==> src/arcc_map.vh <==
// register offsets, field positions and reset values of the converter register block
`ifndef ARCC_MAP_VH
`define ARCC_MAP_VH

`define ARCC_ADDR_W 8
`define ARCC_OFF_RESULT_HIGH 8'h00
`define ARCC_OFF_RESULT_LOW 8'h04
`define ARCC_OFF_CMP_HIGH 8'h08
`define ARCC_OFF_CMP_LOW 8'h0c
`define ARCC_OFF_CONFIG 8'h10
`define ARCC_OFF_PIN_DIS_0_7 8'h14
`define ARCC_OFF_PIN_DIS_8_15 8'h18

`define ARCC_CFG_LOW_POWER 7
`define ARCC_CFG_DIV_HI 6
`define ARCC_CFG_DIV_LO 5
`define ARCC_CFG_LONG_SAMPLE 4
`define ARCC_CFG_MODE_HI 3
`define ARCC_CFG_MODE_LO 2
`define ARCC_CFG_SRC_HI 1
`define ARCC_CFG_SRC_LO 0

`define ARCC_MODE_8BIT 2'b00
`define ARCC_MODE_10BIT 2'b10

`define ARCC_SRC_BUS 2'b00
`define ARCC_SRC_BUS_HALF 2'b01
`define ARCC_SRC_ALT 2'b10
`define ARCC_SRC_ASYNC 2'b11

`define ARCC_RST_CONFIG 8'h00
`define ARCC_RST_CMP 8'h00
`define ARCC_RST_PIN_DIS 8'h00
`define ARCC_RST_RESULT 8'h00

`endif

==> src/arcc_clk_gen.v <==
// converter clock tick generator: source select, divide, glitch-free change
`timescale 1ns/1ps
`default_nettype none

`include "arcc_map.vh"

module arcc_clk_gen (
    input wire clk_i,
    input wire rst_i,
    input wire [1:0] src_sel_i,
    input wire [1:0] div_sel_i,
    input wire alternate_clock_i,
    input wire internal_async_clock_i,
    input wire hold_i,
    output wire converter_clock_o
);
    reg [1:0] src_q;
    reg [1:0] div_q;
    reg half_q;
    reg alt_prev_q;
    reg async_prev_q;
    reg [2:0] cnt_q;
    reg tick_q;
    reg src_tick;
    reg [2:0] limit;

    always @* begin
        case (src_q)
            `ARCC_SRC_BUS: src_tick = 1'b1;
            `ARCC_SRC_BUS_HALF: src_tick = half_q;
            `ARCC_SRC_ALT: src_tick = alternate_clock_i & ~alt_prev_q;
            default: src_tick = internal_async_clock_i & ~async_prev_q;
        endcase
        case (div_q)
            2'b00: limit = 3'h0;
            2'b01: limit = 3'h1;
            2'b10: limit = 3'h3;
            default: limit = 3'h7;
        endcase
    end

    always @(posedge clk_i) begin
        if (rst_i) begin
            src_q <= `ARCC_SRC_BUS;
            div_q <= 2'b00;
            half_q <= 1'b0;
            alt_prev_q <= 1'b0;
            async_prev_q <= 1'b0;
            cnt_q <= 3'h0;
            tick_q <= 1'b0;
        end else begin
            half_q <= ~half_q;
            alt_prev_q <= alternate_clock_i;
            async_prev_q <= internal_async_clock_i;
            // new setting only between conversions and on a period boundary;
            // a pending pulse must not block this, divide-by-1 from the bus clock pulses every cycle
            if (!hold_i && (cnt_q == 3'h0) &&
                ((src_q != src_sel_i) || (div_q != div_sel_i))) begin
                src_q <= src_sel_i;
                div_q <= div_sel_i;
                tick_q <= 1'b0;
            end else if (src_tick) begin
                if (cnt_q >= limit) begin
                    cnt_q <= 3'h0;
                    tick_q <= 1'b1;
                end else begin
                    cnt_q <= cnt_q + 3'h1;
                    tick_q <= 1'b0;
                end
            end else begin
                tick_q <= 1'b0;
            end
        end
    end

    assign converter_clock_o = tick_q;
endmodule

`default_nettype wire

==> src/arcc_pin_gate.v <==
// analog pin gating of port output, input and pullup, registered
`timescale 1ns/1ps
`default_nettype none

module arcc_pin_gate #(
    parameter WIDTH = 8
) (
    input wire clk_i,
    input wire rst_i,
    input wire [WIDTH-1:0] disable_i,
    input wire [WIDTH-1:0] port_oe_i,
    input wire [WIDTH-1:0] port_pullup_i,
    input wire [WIDTH-1:0] pad_in_i,
    output reg [WIDTH-1:0] pad_oe_o,
    output reg [WIDTH-1:0] pullup_en_o,
    output reg [WIDTH-1:0] port_in_o
);
    always @(posedge clk_i) begin
        if (rst_i) begin
            pad_oe_o <= {WIDTH{1'b0}};
            pullup_en_o <= {WIDTH{1'b0}};
            port_in_o <= {WIDTH{1'b0}};
        end else begin
            pad_oe_o <= port_oe_i & ~disable_i;
            pullup_en_o <= port_pullup_i & ~disable_i;
            port_in_o <= pad_in_i & ~disable_i;
        end
    end
endmodule

`default_nettype wire

==> src/arcc_regs.v <==
// converter result, compare and configuration registers with wishbone slave
`timescale 1ns/1ps
`default_nettype none

`include "arcc_map.vh"

// Behaviour
// - result low holds low eight bits of 10-bit result, whole 8-bit result
// - results load on each completion unless blocked, or compare enabled and not met
// - 10-bit mode, reading result high blocks transfers until result low read
// - completions while blocked are discarded
// - 8-bit mode, reading result high never blocks
// - changing resolution invalidates result low until next conversion
// - compare high holds upper two compare bits, used only in 10-bit mode
// - compare low compared with low eight result bits in both modes
// - config bit 7 picks high speed (0) or low power (1)
// - config bits 6:5 divide converter clock by 1, 2, 4, 8
// - config bit 4 picks short (0) or long (1) sample time
// - config bits 3:2 pick 8-bit (00) or 10-bit (10); others reserved
// - config bits 1:0 pick bus, bus/2, alternate, internal async clock
// - first pin-disable register bit n controls channel n, 0 to 7
// - second pin-disable register bit n controls channel n+8
// - pin-disable bit 0 keeps port control, 1 removes it
// - upper result bits read zero in 8-bit mode
// - disabled pin: output off, input reads zero, pullup off
module arcc_regs (
    input wire clk_i,
    input wire rst_i,
    input wire cyc_i,
    input wire stb_i,
    input wire we_i,
    input wire [31:0] adr_i,
    input wire [3:0] sel_i,
    input wire [31:0] dat_i,
    output reg [31:0] dat_o,
    output reg ack_o,
    input wire conv_done_i,
    input wire [9:0] conv_result_i,
    input wire conv_active_i,
    input wire compare_enable_i,
    input wire compare_greater_i,
    input wire alternate_clock_i,
    input wire internal_async_clock_i,
    output wire converter_clock_o,
    output reg low_power_o,
    output reg long_sample_o,
    output reg mode_10bit_o,
    output reg result_loaded_o,
    input wire [15:0] port_oe_i,
    input wire [15:0] port_pullup_i,
    input wire [15:0] pad_in_i,
    output wire [15:0] pad_oe_o,
    output wire [15:0] pullup_en_o,
    output wire [15:0] port_in_o
);
    reg [7:0] result_low_byte_q;
    reg [1:0] result_high_bits_q;
    reg [7:0] compare_value_high_q;
    reg [7:0] compare_value_low_q;
    reg [7:0] converter_configuration_q;
    reg [7:0] analog_pin_disable_0_7_q;
    reg [7:0] analog_pin_disable_8_15_q;
    reg lock_q;

    wire access = cyc_i & stb_i & ~ack_o;
    wire wr = access & we_i & sel_i[0];
    wire rd = access & ~we_i;
    wire [7:0] addr = adr_i[7:0];
    wire hit_rh = (addr == `ARCC_OFF_RESULT_HIGH);
    wire hit_rl = (addr == `ARCC_OFF_RESULT_LOW);
    wire [1:0] mode = converter_configuration_q[`ARCC_CFG_MODE_HI:`ARCC_CFG_MODE_LO];
    wire is_10bit = (mode == `ARCC_MODE_10BIT);
    wire [9:0] cmp_value = is_10bit ?
        {compare_value_high_q[1:0], compare_value_low_q} :
        {2'b00, compare_value_low_q};
    wire [9:0] cmp_result = is_10bit ? conv_result_i : {2'b00, conv_result_i[7:0]};
    wire cmp_ge = (cmp_result >= cmp_value);
    wire cmp_met = compare_greater_i ? cmp_ge : ~cmp_ge;
    wire load = conv_done_i & ~lock_q & (~compare_enable_i | cmp_met);
    wire cfg_wr = wr && (addr == `ARCC_OFF_CONFIG);
    wire mode_change = cfg_wr &&
        (dat_i[`ARCC_CFG_MODE_HI:`ARCC_CFG_MODE_LO] != mode);
    reg [7:0] rdata;

    // register writes and result capture
    always @(posedge clk_i) begin
        if (rst_i) begin
            compare_value_high_q <= `ARCC_RST_CMP;
            compare_value_low_q <= `ARCC_RST_CMP;
            converter_configuration_q <= `ARCC_RST_CONFIG;
            analog_pin_disable_0_7_q <= `ARCC_RST_PIN_DIS;
            analog_pin_disable_8_15_q <= `ARCC_RST_PIN_DIS;
            result_low_byte_q <= `ARCC_RST_RESULT;
            result_high_bits_q <= 2'b00;
            lock_q <= 1'b0;
            result_loaded_o <= 1'b0;
        end else begin
            if (wr) begin
                if (addr == `ARCC_OFF_CMP_HIGH) begin
                    compare_value_high_q <= {6'h00, dat_i[1:0]};
                end else if (addr == `ARCC_OFF_CMP_LOW) begin
                    compare_value_low_q <= dat_i[7:0];
                end else if (addr == `ARCC_OFF_CONFIG) begin
                    converter_configuration_q <= dat_i[7:0];
                end else if (addr == `ARCC_OFF_PIN_DIS_0_7) begin
                    analog_pin_disable_0_7_q <= dat_i[7:0];
                end else if (addr == `ARCC_OFF_PIN_DIS_8_15) begin
                    analog_pin_disable_8_15_q <= dat_i[7:0];
                end
            end
            result_loaded_o <= load;
            if (mode_change) begin
                // stale result dropped, interlock released
                result_low_byte_q <= `ARCC_RST_RESULT;
                result_high_bits_q <= 2'b00;
                lock_q <= 1'b0;
            end else begin
                if (load) begin
                    result_low_byte_q <= conv_result_i[7:0];
                    result_high_bits_q <= is_10bit ? conv_result_i[9:8] : 2'b00;
                end
                if (rd && hit_rl) begin
                    lock_q <= 1'b0;
                end else if (rd && hit_rh && is_10bit) begin
                    lock_q <= 1'b1;
                end
            end
        end
    end

    // read decode, unmapped reads return zero
    always @* begin
        if (hit_rh) begin
            rdata = {6'h00, is_10bit ? result_high_bits_q : 2'b00};
        end else if (hit_rl) begin
            rdata = result_low_byte_q;
        end else if (addr == `ARCC_OFF_CMP_HIGH) begin
            rdata = compare_value_high_q;
        end else if (addr == `ARCC_OFF_CMP_LOW) begin
            rdata = compare_value_low_q;
        end else if (addr == `ARCC_OFF_CONFIG) begin
            rdata = converter_configuration_q;
        end else if (addr == `ARCC_OFF_PIN_DIS_0_7) begin
            rdata = analog_pin_disable_0_7_q;
        end else if (addr == `ARCC_OFF_PIN_DIS_8_15) begin
            rdata = analog_pin_disable_8_15_q;
        end else begin
            rdata = 8'h00;
        end
    end

    always @(posedge clk_i) begin
        if (rst_i) begin
            ack_o <= 1'b0;
            dat_o <= 32'h0000_0000;
            low_power_o <= 1'b0;
            long_sample_o <= 1'b0;
            mode_10bit_o <= 1'b0;
        end else begin
            ack_o <= access;
            dat_o <= rd ? {24'h00_0000, rdata} : 32'h0000_0000;
            low_power_o <= converter_configuration_q[`ARCC_CFG_LOW_POWER];
            long_sample_o <= converter_configuration_q[`ARCC_CFG_LONG_SAMPLE];
            mode_10bit_o <= is_10bit;
        end
    end

    arcc_clk_gen u_clk (
        .clk_i(clk_i),
        .rst_i(rst_i),
        .src_sel_i(converter_configuration_q[`ARCC_CFG_SRC_HI:`ARCC_CFG_SRC_LO]),
        .div_sel_i(converter_configuration_q[`ARCC_CFG_DIV_HI:`ARCC_CFG_DIV_LO]),
        .alternate_clock_i(alternate_clock_i),
        .internal_async_clock_i(internal_async_clock_i),
        .hold_i(conv_active_i),
        .converter_clock_o(converter_clock_o)
    );

    arcc_pin_gate #(.WIDTH(8)) u_pins_lo (
        .clk_i(clk_i),
        .rst_i(rst_i),
        .disable_i(analog_pin_disable_0_7_q),
        .port_oe_i(port_oe_i[7:0]),
        .port_pullup_i(port_pullup_i[7:0]),
        .pad_in_i(pad_in_i[7:0]),
        .pad_oe_o(pad_oe_o[7:0]),
        .pullup_en_o(pullup_en_o[7:0]),
        .port_in_o(port_in_o[7:0])
    );

    arcc_pin_gate #(.WIDTH(8)) u_pins_hi (
        .clk_i(clk_i),
        .rst_i(rst_i),
        .disable_i(analog_pin_disable_8_15_q),
        .port_oe_i(port_oe_i[15:8]),
        .port_pullup_i(port_pullup_i[15:8]),
        .pad_in_i(pad_in_i[15:8]),
        .pad_oe_o(pad_oe_o[15:8]),
        .pullup_en_o(pullup_en_o[15:8]),
        .port_in_o(port_in_o[15:8])
    );
endmodule

`default_nettype wire

==> config.mk <==
export PLATFORM = sky130hd
export DESIGN_NAME = arcc_regs
export DESIGN_NICKNAME = d
export VERILOG_FILES = /design/src/arcc_clk_gen.v /design/src/arcc_pin_gate.v /design/src/arcc_regs.v
export VERILOG_INCLUDE_DIRS = /design/src
export SDC_FILE = /design/constraint.sdc
export NUM_CORES = 1
export LEC_CHECK = 0
export ABC_AREA = 1
export BUFFER_PORTS_ARGS = -buffer_cell sky130_fd_sc_hd__buf_2
export CORE_ASPECT_RATIO = 1.2
export CORE_MARGIN = 2
export CORE_UTILIZATION = 47
export DETAILED_ROUTE_END_ITERATION = 6
export PLACE_DENSITY = 0.9
export REMOVE_ABC_BUFFERS = 1
export SLEW_MARGIN = 10
export SYNTH_ARGS = -nofsm -noshare
export SYNTH_HDL_FRONTEND = slang
export SYNTH_HIERARCHICAL = 1
export SYNTH_SLANG_ARGS = --single-unit
==> constraint.sdc <==
create_clock -name clk_i -period 2.7 [get_ports clk_i]
set_clock_uncertainty 0.2 [all_clocks]
set_input_delay 0.54 -clock clk_i [delete_from_list [all_inputs] [get_ports clk_i]]
set_output_delay 0.54 -clock clk_i [all_outputs]
set_load 0.1 [all_outputs]
==> flow_summary.ini, run 1 <==
[hold_path]
min-delay-path-class = input port to register

[floorplan]
die_w_um = 98.0
ios = 223
fp.dieArea_um2 = 11500
initial_utilization_pct = 47.9
rows = 41
die_y_um = 117
core_um2 = 10400

[pwr]
power_density_over_the_cells_nw_per_um2 = 819
total_power_mw = 5.28
worst_ir_drop_vdd_v = 0.000512
p_leak_nw = 3.25

[logic_synthesis]
postSynthRegisterBits = 117
ys_async_sr_fraction_pct = 0
yosys_synthesis_warning_count = 6
synthesized_area_per_cell_um2 = 7.75
synthTopCellsByCount = nand2_1, dfxtp_1, nor2_1
ys_top_cells_by_area = dfxtp_1, nand2_1, nor2_1
synth-edff-count = 0
netlist-cell-type-count = 35
synthMostInstantiatedCell = nand2_1
synth_area_um2 = 4990
yosysSeqAreaShare_pct = 47.0
synthesized_instance_count = 643
yosysTopAreaCell = dfxtp_1
netlist.area_leader.share_pct = 47.0
synth_flop_type = dfxtp_1

[route]
vias = 4587
route.antenna.remaining_nets = 0
first_pass_iters = 5
detail_route.wirelength_um = 12700
post_drt_via_cell_ratio = 4.83
drc = 0
wl_per_cell_um = 13.4
initialDrtViolationCount = 269

[sta]
setup_slack_ns = 0.313
timing.final.max_slew_violations = 0
hold_viol_final = 0
maxClockFrequency_ghz = 0.419
rsz0062_at_grt = false
share_of_the_clock_period_used_by_the_worst_path_pct = 88.4
finalHoldWorstSlack_ns = 0.145
setup-violations-final = 0
fin_tns_setup_ns = 0
period_needed_ns = 2.39

[critical_path]
crit_slowest_cell = dfxtp_1
critPathMostFrequentCell = nor2_1
crit_path_cells = inv_1, nor2_1, inv_1, nor2_1, ha_1, a21o_1, nor2_1, nand4_1, nand3_1, nand2_1, nor2_1, nor2_1
critical_path.max_stage_delay_ns = 0.36
critical_path.startpoint_type = register
criticalPathCategory = register to register
arrival_time_reported_for_the_critical_path_endpoint_ns = 2.49
timing.critical_path.to_type = register
cp_max_fo = 7
cell_family_contributing_the_most_delay_on_the_critical_path = simple AND/OR/NAND/NOR gates
buf_inv_on_cp = 2
worstPathRequired_ns = 2.80

[global_route]
global_route_wire_length_before_repair_um = 20200
grt.overflow.total = 0
gr-usage-all-layers_pct = 22.2
antenna_found_initial = 0
grt_max_degree = 22
vias_in_the_first_global_route = 4329

[cts]
cts_post_setup_buffers_inserted = 0
worst_setup_hold_path_clk_slew_ns = 0.06
clock_path_buffers = 2
cts_num_sinks = 117
clkLatencyLatePin_ns = 0.41
cts_tree = done
ctsResizeCount = 0
tritoncts.num_buffers = 17
cts.hold.buffers_added = 0
root_buffer = clkbuf_16
cts_max_level = 4

[status]
status = finished clean

[final_layout]
finalNetCount = 960
syn_to_final_growth_pct = 29.3
fillCellCount = 892
final_util_pct = 61.9
n_antenna_cell = 0
post_route_cells_drive_above_1_share_pct = 26.9

[flow_run]
timing.max_cap.violations = 0

[placement]
dpl_wire_length_um = 9300
preCtsSetupSlack_ns = 0.375
gp_congestion = 0.888
placement.io_buffers = 147
[power breakdown]
group | leakage (nW) | internal, mW | switching (mW)
registers | 0.960 | 1.81 | 0.0418
logic | 1.98 | 0.195 | 0.746
clock network | 0.314 | 1.69 | 0.792
total | 3.25 | 3.70 | 1.58
[cells by family (layout without fill, tap and decap cells)]
family	after synthesis	count (layout)	synth area share (%)
xor+xnor	3	3	0.527
other cells	1	24	0.0752
buf+inv	108	263	10.9
simple gates	309	309	27.5
compound gates	90	90	10.2
flops	117	117	47.0
fa+ha+maj	15	15	3.76
[state kept, by name, summed over array words and instances, names as in the netlist, 2 cells and up]
| name | flops |
|---|---|
| result_low_byte_q | 8 |
| analog_pin_disable_8_15_q | 8 |
| result_high_bits_q | 2 |
| analog_pin_disable_0_7_q | 8 |
| u_pins_lo/port_in_o | 8 |
| u_pins_lo/pullup_en_o | 8 |
| dat_o | 8 |
| u_clk/div_q | 2 |
| converter_configuration_q | 8 |
| u_clk/cnt_q | 3 |
| u_pins_lo/pad_oe_o | 8 |
| u_clk/src_q | 2 |
| compare_value_high_q | 2 |
| u_pins_hi/pad_oe_o | 8 |
| compare_value_low_q | 8 |
| u_pins_hi/pullup_en_o | 8 |
| u_pins_hi/port_in_o | 8 |
[cells in the final DEF (no fill, tap or decap), types with 6 or more instances in the layout]
cell,count
buf_2,147
nand2_1,141
dfxtp_1,117
nor2_1,114
inv_1,63
a21oi_1,40
o21ai_0,29
conb_1,24
nand3_1,19
clkbuf_16,17
ha_1,15
a211oi_1,14
buf_4,13
inv_2,8
nand2_2,8
nor2_4,6
nand3b_1,6
[final cells by class]
cell class / count / area [µm²] / share of cell area [%]
Clock inverter: 11 / 196 / 3.05
Clock buffer: 21 / 460 / 7.14
Sequential cell: 117 / 2340 / 36.3
Tap cell: 129 / 161 / 2.50
Inverter: 71 / 267 / 4.14
Timing Repair Buffer: 160 / 833 / 12.9
Multi-Input combinational cell: 441 / 2180 / 33.9
[routing by layer]
metal | track usage [%] | wire length [µm] | up-vias
met1 | 24.3 | 4970 | 2045
met2 | 40.6 | 6420 | 197
met5 | 0 | 0 | -
li1 | - | - | 2326
met3 | 6.89 | 1060 | 19
met4 | 8.80 | 260 | 0
[tightest hold or removal path, cell delays in order]
cell	delay (ns)
buf_2	0.07
nand2_1	0.04
nor2_1	0.07
[path summary, 6_finish.rpt]
check,start,end,slack [ns],cells past startpoint
worst max-delay path,converter_configuration_q[3]$_SDFFE_PP0P_,result_high_bits_q[1]$_SDFFE_PP0P_,0.31,12
worst min-delay path,port_pullup_i[15],u_pins_hi/pullup_en_o[7]$_SDFF_PP0_,0.14,3
worst max register to register,converter_configuration_q[3]$_SDFFE_PP0P_,result_high_bits_q[1]$_SDFFE_PP0P_,0.31,12
worst min register to register,u_clk/half_q$_SDFF_PP0_,u_clk/half_q$_SDFF_PP0_,0.21,1
[stage by stage]
step	std cells	area [µm²]
floorplan	629	4790
global placement	918	5790
detailed placement	918	5790
CTS	950	6440
global route	950	6440
finish	950	6440
Power figures use the tool's default switching activity.
==> run 2: changes to the inputs <==
- CTS_CLUSTER_DIAMETER: default -> 150
- SETUP_SLACK_MARGIN: default -> 0.4
==> flow_summary.ini, run 2 (synthesis results as in run 1) <==
[critical_path]
cell_family_contributing_the_most_delay_on_the_critical_path = simple AND/OR/NAND/NOR gates
crit_path_cells = inv_2, nor2_4, buf_6, nand2_2, inv_1, ha_4, nand2_2, a21oi_2, nor2_2, nand3_2, nand2_2, nand3_4, buf_6, nand3b_1, nand2_1, nor2_1
critPathMostFrequentCell = nand2_2
crit_slowest_cell = dfxtp_2
timing.critical_path.to_type = register
criticalPathCategory = register to register
critical_path.max_stage_delay_ns = 0.34
cp_max_fo = 6
buf_inv_on_cp = 4
worstPathRequired_ns = 2.83
arrival_time_reported_for_the_critical_path_endpoint_ns = 2.41
critical_path.startpoint_type = register

[cts]
clkLatencyLatePin_ns = 0.41
worst_setup_hold_path_clk_slew_ns = 0.06
clock_path_buffers = 2
cts_tree = done
cts.hold.buffers_added = 0
cts_num_sinks = 117
tritoncts.num_buffers = 17
root_buffer = clkbuf_16
cts_max_level = 4

[sta]
fin_tns_setup_ns = 0
setup-violations-final = 0
slew_of_the_pin_with_the_lowest_slew_margin_ns = 0.546
finalHoldWorstSlack_ns = 0.148
setup_slack_ns = 0.425
rsz0062_at_grt = false
relative_slew_margins_pct = 63.5
share_of_the_clock_period_used_by_the_worst_path_pct = 84.3
period_needed_ns = 2.28
hold_viol_final = 0
maxClockFrequency_ghz = 0.440
timing.final.max_slew_violations = 0

[global_route]
grt.overflow.total = 0
antenna_found_initial = 0
gr-usage-all-layers_pct = 22.4
vias_in_the_first_global_route = 4341
global_route_wire_length_before_repair_um = 20300
grt_max_degree = 22

[floorplan]
ios = 223
fp.dieArea_um2 = 11500
core_um2 = 10400
initial_utilization_pct = 47.9
die_w_um = 98.0
rows = 41
die_y_um = 117

[route]
detail_route.wirelength_um = 13300
initialDrtViolationCount = 315
post_drt_via_cell_ratio = 4.95
first_pass_iters = 7
route.antenna.remaining_nets = 0
wl_per_cell_um = 14.0
drc = 0
vias = 4720

[pwr]
p_leak_nw = 3.29
internal_power_mw = 3.70
power_density_over_the_cells_nw_per_um2 = 803
power_frac_clock_pct = 46.8
total_switching_power_mw = 1.59
pwr-share-comb_pct = 18.1
share_seq_of_total_power_pct = 35.0
netSwitchingFraction_pct = 30.0
worst_ir_drop_vdd_v = 0.000514

[placement]
dpl_wire_length_um = 9300
dp_cells = 918
gp_congestion = 0.888
placement.io_buffers = 147
preCtsSetupSlack_ns = 0.375

[final_layout]
final-seq-area_um2 = 2340
final-instance-count-excl-fill = 953
most-common-layout-cells = buf_2, nand2_1, dfxtp_1
post_route_cells_drive_above_1_share_pct = 30.1
fillCellCount = 865
finalNetCount = 963
syn_to_final_growth_pct = 32.1
multi_input_comb_area_um2 = 2290
final_util_pct = 63.3
n_antenna_cell = 0
layout_commonest_cell = buf_2

[flow_run]
timing.max_cap.violations = 0

[status]
status = finished clean

[hold_path]
min-delay-path-class = input port to register
[run 2: cell count changes in the layout (fill, tap and decap cells not counted), moves of 3 or more]
cell,previous run,this run
nand2_1,141,134
nand2_2,8,14
nor2_1,114,108
buf_6,0,3
nand3_1,19,16
nor2_2,0,3
nor2_4,6,9
[run 2: worst register-to-register path, cell delays in order (launching register included)]
cell and delay, ns:
dfxtp_2 0.34, inv_2 0.05, nor2_4 0.13, buf_6 0.13
nand2_2 0.05, inv_1 0.09, ha_4 0.20, nand2_2 0.11
a21oi_2 0.05, nor2_2 0.14, nand3_2 0.08, nand2_2 0.09
nand3_4 0.11, buf_6 0.15, nand3b_1 0.11, nand2_1 0.07
nor2_1 0.11
[run 2: metal layers]
| layer | wire (µm) | track usage, % | vias up |
|---|---|---|---|
| met5 | 0 | 0 | - |
| met4 | 407 | 8.80 | 0 |
| met3 | 1100 | 6.89 | 36 |
| met2 | 6760 | 40.9 | 222 |
| met1 | 5040 | 24.3 | 2130 |
| li1 | - | - | 2332 |
[run 2: final cells by class]
class	instances	area share, %
tap	129	2.45
inverter	71	4.04
multi-input combinational	441	34.8
timing repair buffer	163	13.2
clock buffer	21	6.99
clock inverter	11	2.98
sequential	117	35.6
[run 2: path summary, 6_finish.rpt]
path	cells after the start	slack, ns	endpoint	start
setup / recovery	16	0.42	result_low_byte_q[6]$_SDFFE_PP0P_	converter_configuration_q[3]$_SDFFE_PP0P_
hold / removal	3	0.15	u_pins_hi/pullup_en_o[7]$_SDFF_PP0_	port_pullup_i[15]
setup reg to reg	16	0.42	result_low_byte_q[6]$_SDFFE_PP0P_	converter_configuration_q[3]$_SDFFE_PP0P_
hold reg to reg	1	0.21	u_clk/half_q$_SDFF_PP0_	u_clk/half_q$_SDFF_PP0_
[run 2: power by group through the flow]
stage	Combinational [mW]	Sequential [mW]	Clock [mW]
6_report	0.959	1.85	2.48
5_1_grt	1.03	1.86	2.58
3_3_place_gp	0.919	1.88	0
3_5_place_dp	0.937	1.89	0
2_1_floorplan	0.403	2.22	0
4_1_cts	0.943	1.85	2.50
[run 2: timing repair]
action	CTS	global route
setup buffers	0	3
endpoints found under the setup margin	10	11
pin swaps	0	14
resized for setup	5	27
[run 2: stage by stage]
step                power [mW]  instance area, µm²
detailed placement        2.82                5790
global placement          2.80                5790
CTS                       5.29                6460
floorplan                 2.63                4790
global route              5.47                6590
finish                    5.29                6590
==> run 3: changes to the inputs <==
- CORE_UTILIZATION: 47 -> 43
- PLACE_DENSITY: 0.9 -> 0.87
- clock period: 2.7 -> 2 ns (I/O delays scaled with it)
==> flow_summary.ini, run 3 (synthesis results as in run 1) <==
[sta]
finalHoldWorstSlack_ns = 0.00870
relative_slew_margins_pct = 65.5
slew_of_the_pin_with_the_lowest_slew_margin_ns = 0.515
maxClockFrequency_ghz = 0.446
hold_viol_final = 0
setup_slack_ns = -0.240
period_needed_ns = 2.24
setup-violations-final = 11
share_of_the_clock_period_used_by_the_worst_path_pct = 112
timing.final.max_slew_violations = 0
rsz0062_at_grt = true

[critical_path]
crit_path_cells = inv_2, nor2_4, nand2_1, ha_4, nand2_2, nor2_2, nand3_1, nand4_1, nand3_4, buf_4, a21oi_1, nor2_1
criticalPathCategory = register to register
critical_path.startpoint_type = register
arrival_time_reported_for_the_critical_path_endpoint_ns = 2.34
buf_inv_on_cp = 2
worstPathRequired_ns = 2.10
cp_max_fo = 8
reg2reg_slack_ns = -0.24
crit_slowest_cell = dfxtp_2
cell_family_contributing_the_most_delay_on_the_critical_path = simple AND/OR/NAND/NOR gates
timing.critical_path.to_type = register
critical_path.max_stage_delay_ns = 0.33

[final_layout]
post_route_cells_drive_above_1_share_pct = 41.2
n_antenna_cell = 0
final-seq-area_um2 = 2360
multi_input_comb_area_um2 = 2640
most-common-layout-cells = nand2_1, dfxtp_1, nor2_1
layout_commonest_cell = nand2_1
syn_to_final_growth_pct = 59.4
fillCellCount = 758
finalNetCount = 1005

[floorplan]
die_w_um = 102
initial_utilization_pct = 43.5
die_y_um = 122
core_um2 = 11500
fp.dieArea_um2 = 12500
rows = 43
ios = 223

[cts]
cts_num_sinks = 117
worst_setup_hold_path_clk_slew_ns = 0.06
tritoncts.num_buffers = 17
root_buffer = clkbuf_16
cts_tree = done
clkLatencyLatePin_ns = 0.41
cts_max_level = 4
clock_path_buffers = 2

[pwr]
total_power_mw = 7.66
power_density_over_the_cells_nw_per_um2 = 964
p_leak_nw = 3.67
worst_ir_drop_vdd_v = 0.000570

[global_route]
antenna_found_initial = 0
gr-usage-all-layers_pct = 23.1
vias_in_the_first_global_route = 4733
global_route_wire_length_before_repair_um = 22100
grt_max_degree = 22
grt.overflow.total = 0

[route]
first_pass_iters = 7
wl_per_cell_um = 17.4
post_drt_via_cell_ratio = 5.29
drc = 3
detail_route.wirelength_um = 17800
route.antenna.remaining_nets = 0
initialDrtViolationCount = 438
vias = 5409

[placement]
gp_congestion = 0.833
dpl_wire_length_um = 9460
preCtsSetupSlack_ns = -0.399
placement.io_buffers = 147

[flow_run]
timing.max_cap.violations = 0

[status]
violations = DRC, setup timing
status = complete, but fails checks

[hold_path]
min-delay-path-class = input port to register
-- run 3: changes by cell type in the layout (fill, tap and decap cells not counted), moves of 11 or more --
cell      previous run  this run
a211oi_2             2        13
buf_6                3        66
nor2_1             108        92
buf_4               13        24
buf_2              147        85
dfxtp_1            115       103
o21ai_0             29        15
a21oi_1             38        27
dfxtp_2              2        13
o21ai_2              0        12
a211oi_1            14         3
-- run 3: path summary, 6_finish.rpt --
path | start | endpoint | cells after the start
worst max-delay path | converter_configuration_q[3]$_SDFFE_PP0P_ | result_low_byte_q[7]$_SDFFE_PP0P_ | 12
worst min-delay path | pad_in_i[5] | u_pins_lo/port_in_o[5]$_SDFF_PP0_ | 3
worst min register to register | u_clk/half_q$_SDFF_PP0_ | u_clk/half_q$_SDFF_PP0_ | 1
worst max register to register | converter_configuration_q[3]$_SDFFE_PP0P_ | result_low_byte_q[7]$_SDFFE_PP0P_ | 12
-- run 3: worst reg2reg max path, delay by kind of cell, from the launching register on --
| family | cells | cell delay [ns] |
|---|---|---|
| AO/OA/AOI/OAI | 1 | 0.13 |
| AND/OR/NAND/NOR | 8 | 0.91 |
| buffers and inverters | 2 | 0.23 |
| flip-flops | 1 | 0.33 |
| adder cells (fa/ha/maj) | 1 | 0.32 |
-- run 3: routing by layer --
layer | track usage (%) | vias to the layer above | wire (µm)
met5 | 0 | - | 0
met4 | 11.6 | 0 | 1030
met3 | 7.06 | 100 | 1580
met2 | 40.2 | 385 | 8940
met1 | 25.2 | 2499 | 6250
li1 | - | 2425 | -
-- run 3: power by group --
part	internal (mW)	switching, mW	leakage [nW]	total, mW
combinational	0.434	1.14	2.37	1.58
clock	2.47	1.08	0.331	3.55
sequential	2.45	0.0837	0.966	2.53
-- run 3: timing repair --
item,in CTS,in global routing
setup buffers,5,18
resized for setup,153,151
pin swaps,14,45
endpoints found under the hold margin,7,2
cloned,1,4
endpoints found under the setup margin,101,70
hold buffers,7,2
-- run 3: final cells by class --
| class | instances | area share (%) |
|---|---|---|
| clock buffers | 24 | 6.19 |
| repair inverters | 1 | 0.0945 |
| repair buffers | 202 | 22.4 |
| well taps | 157 | 2.47 |
| inverters | 71 | 3.45 |
| clock inverters | 8 | 2.42 |
| flip-flops and latches | 117 | 29.7 |
| multi-input cells | 443 | 33.3 |
-- run 3: stage by stage --
step	TNS [ns]	cells	instance area (µm²)	util [%]
finish	-2.12	1023	7950	69.4
global route	-3.32	1023	7950	69.4
CTS	-1.62	999	7180	62.6
detailed placement	-3.91	954	5900	51.4
global placement	-2.42	954	5900	51.4
floorplan	-5.24	629	4790	-
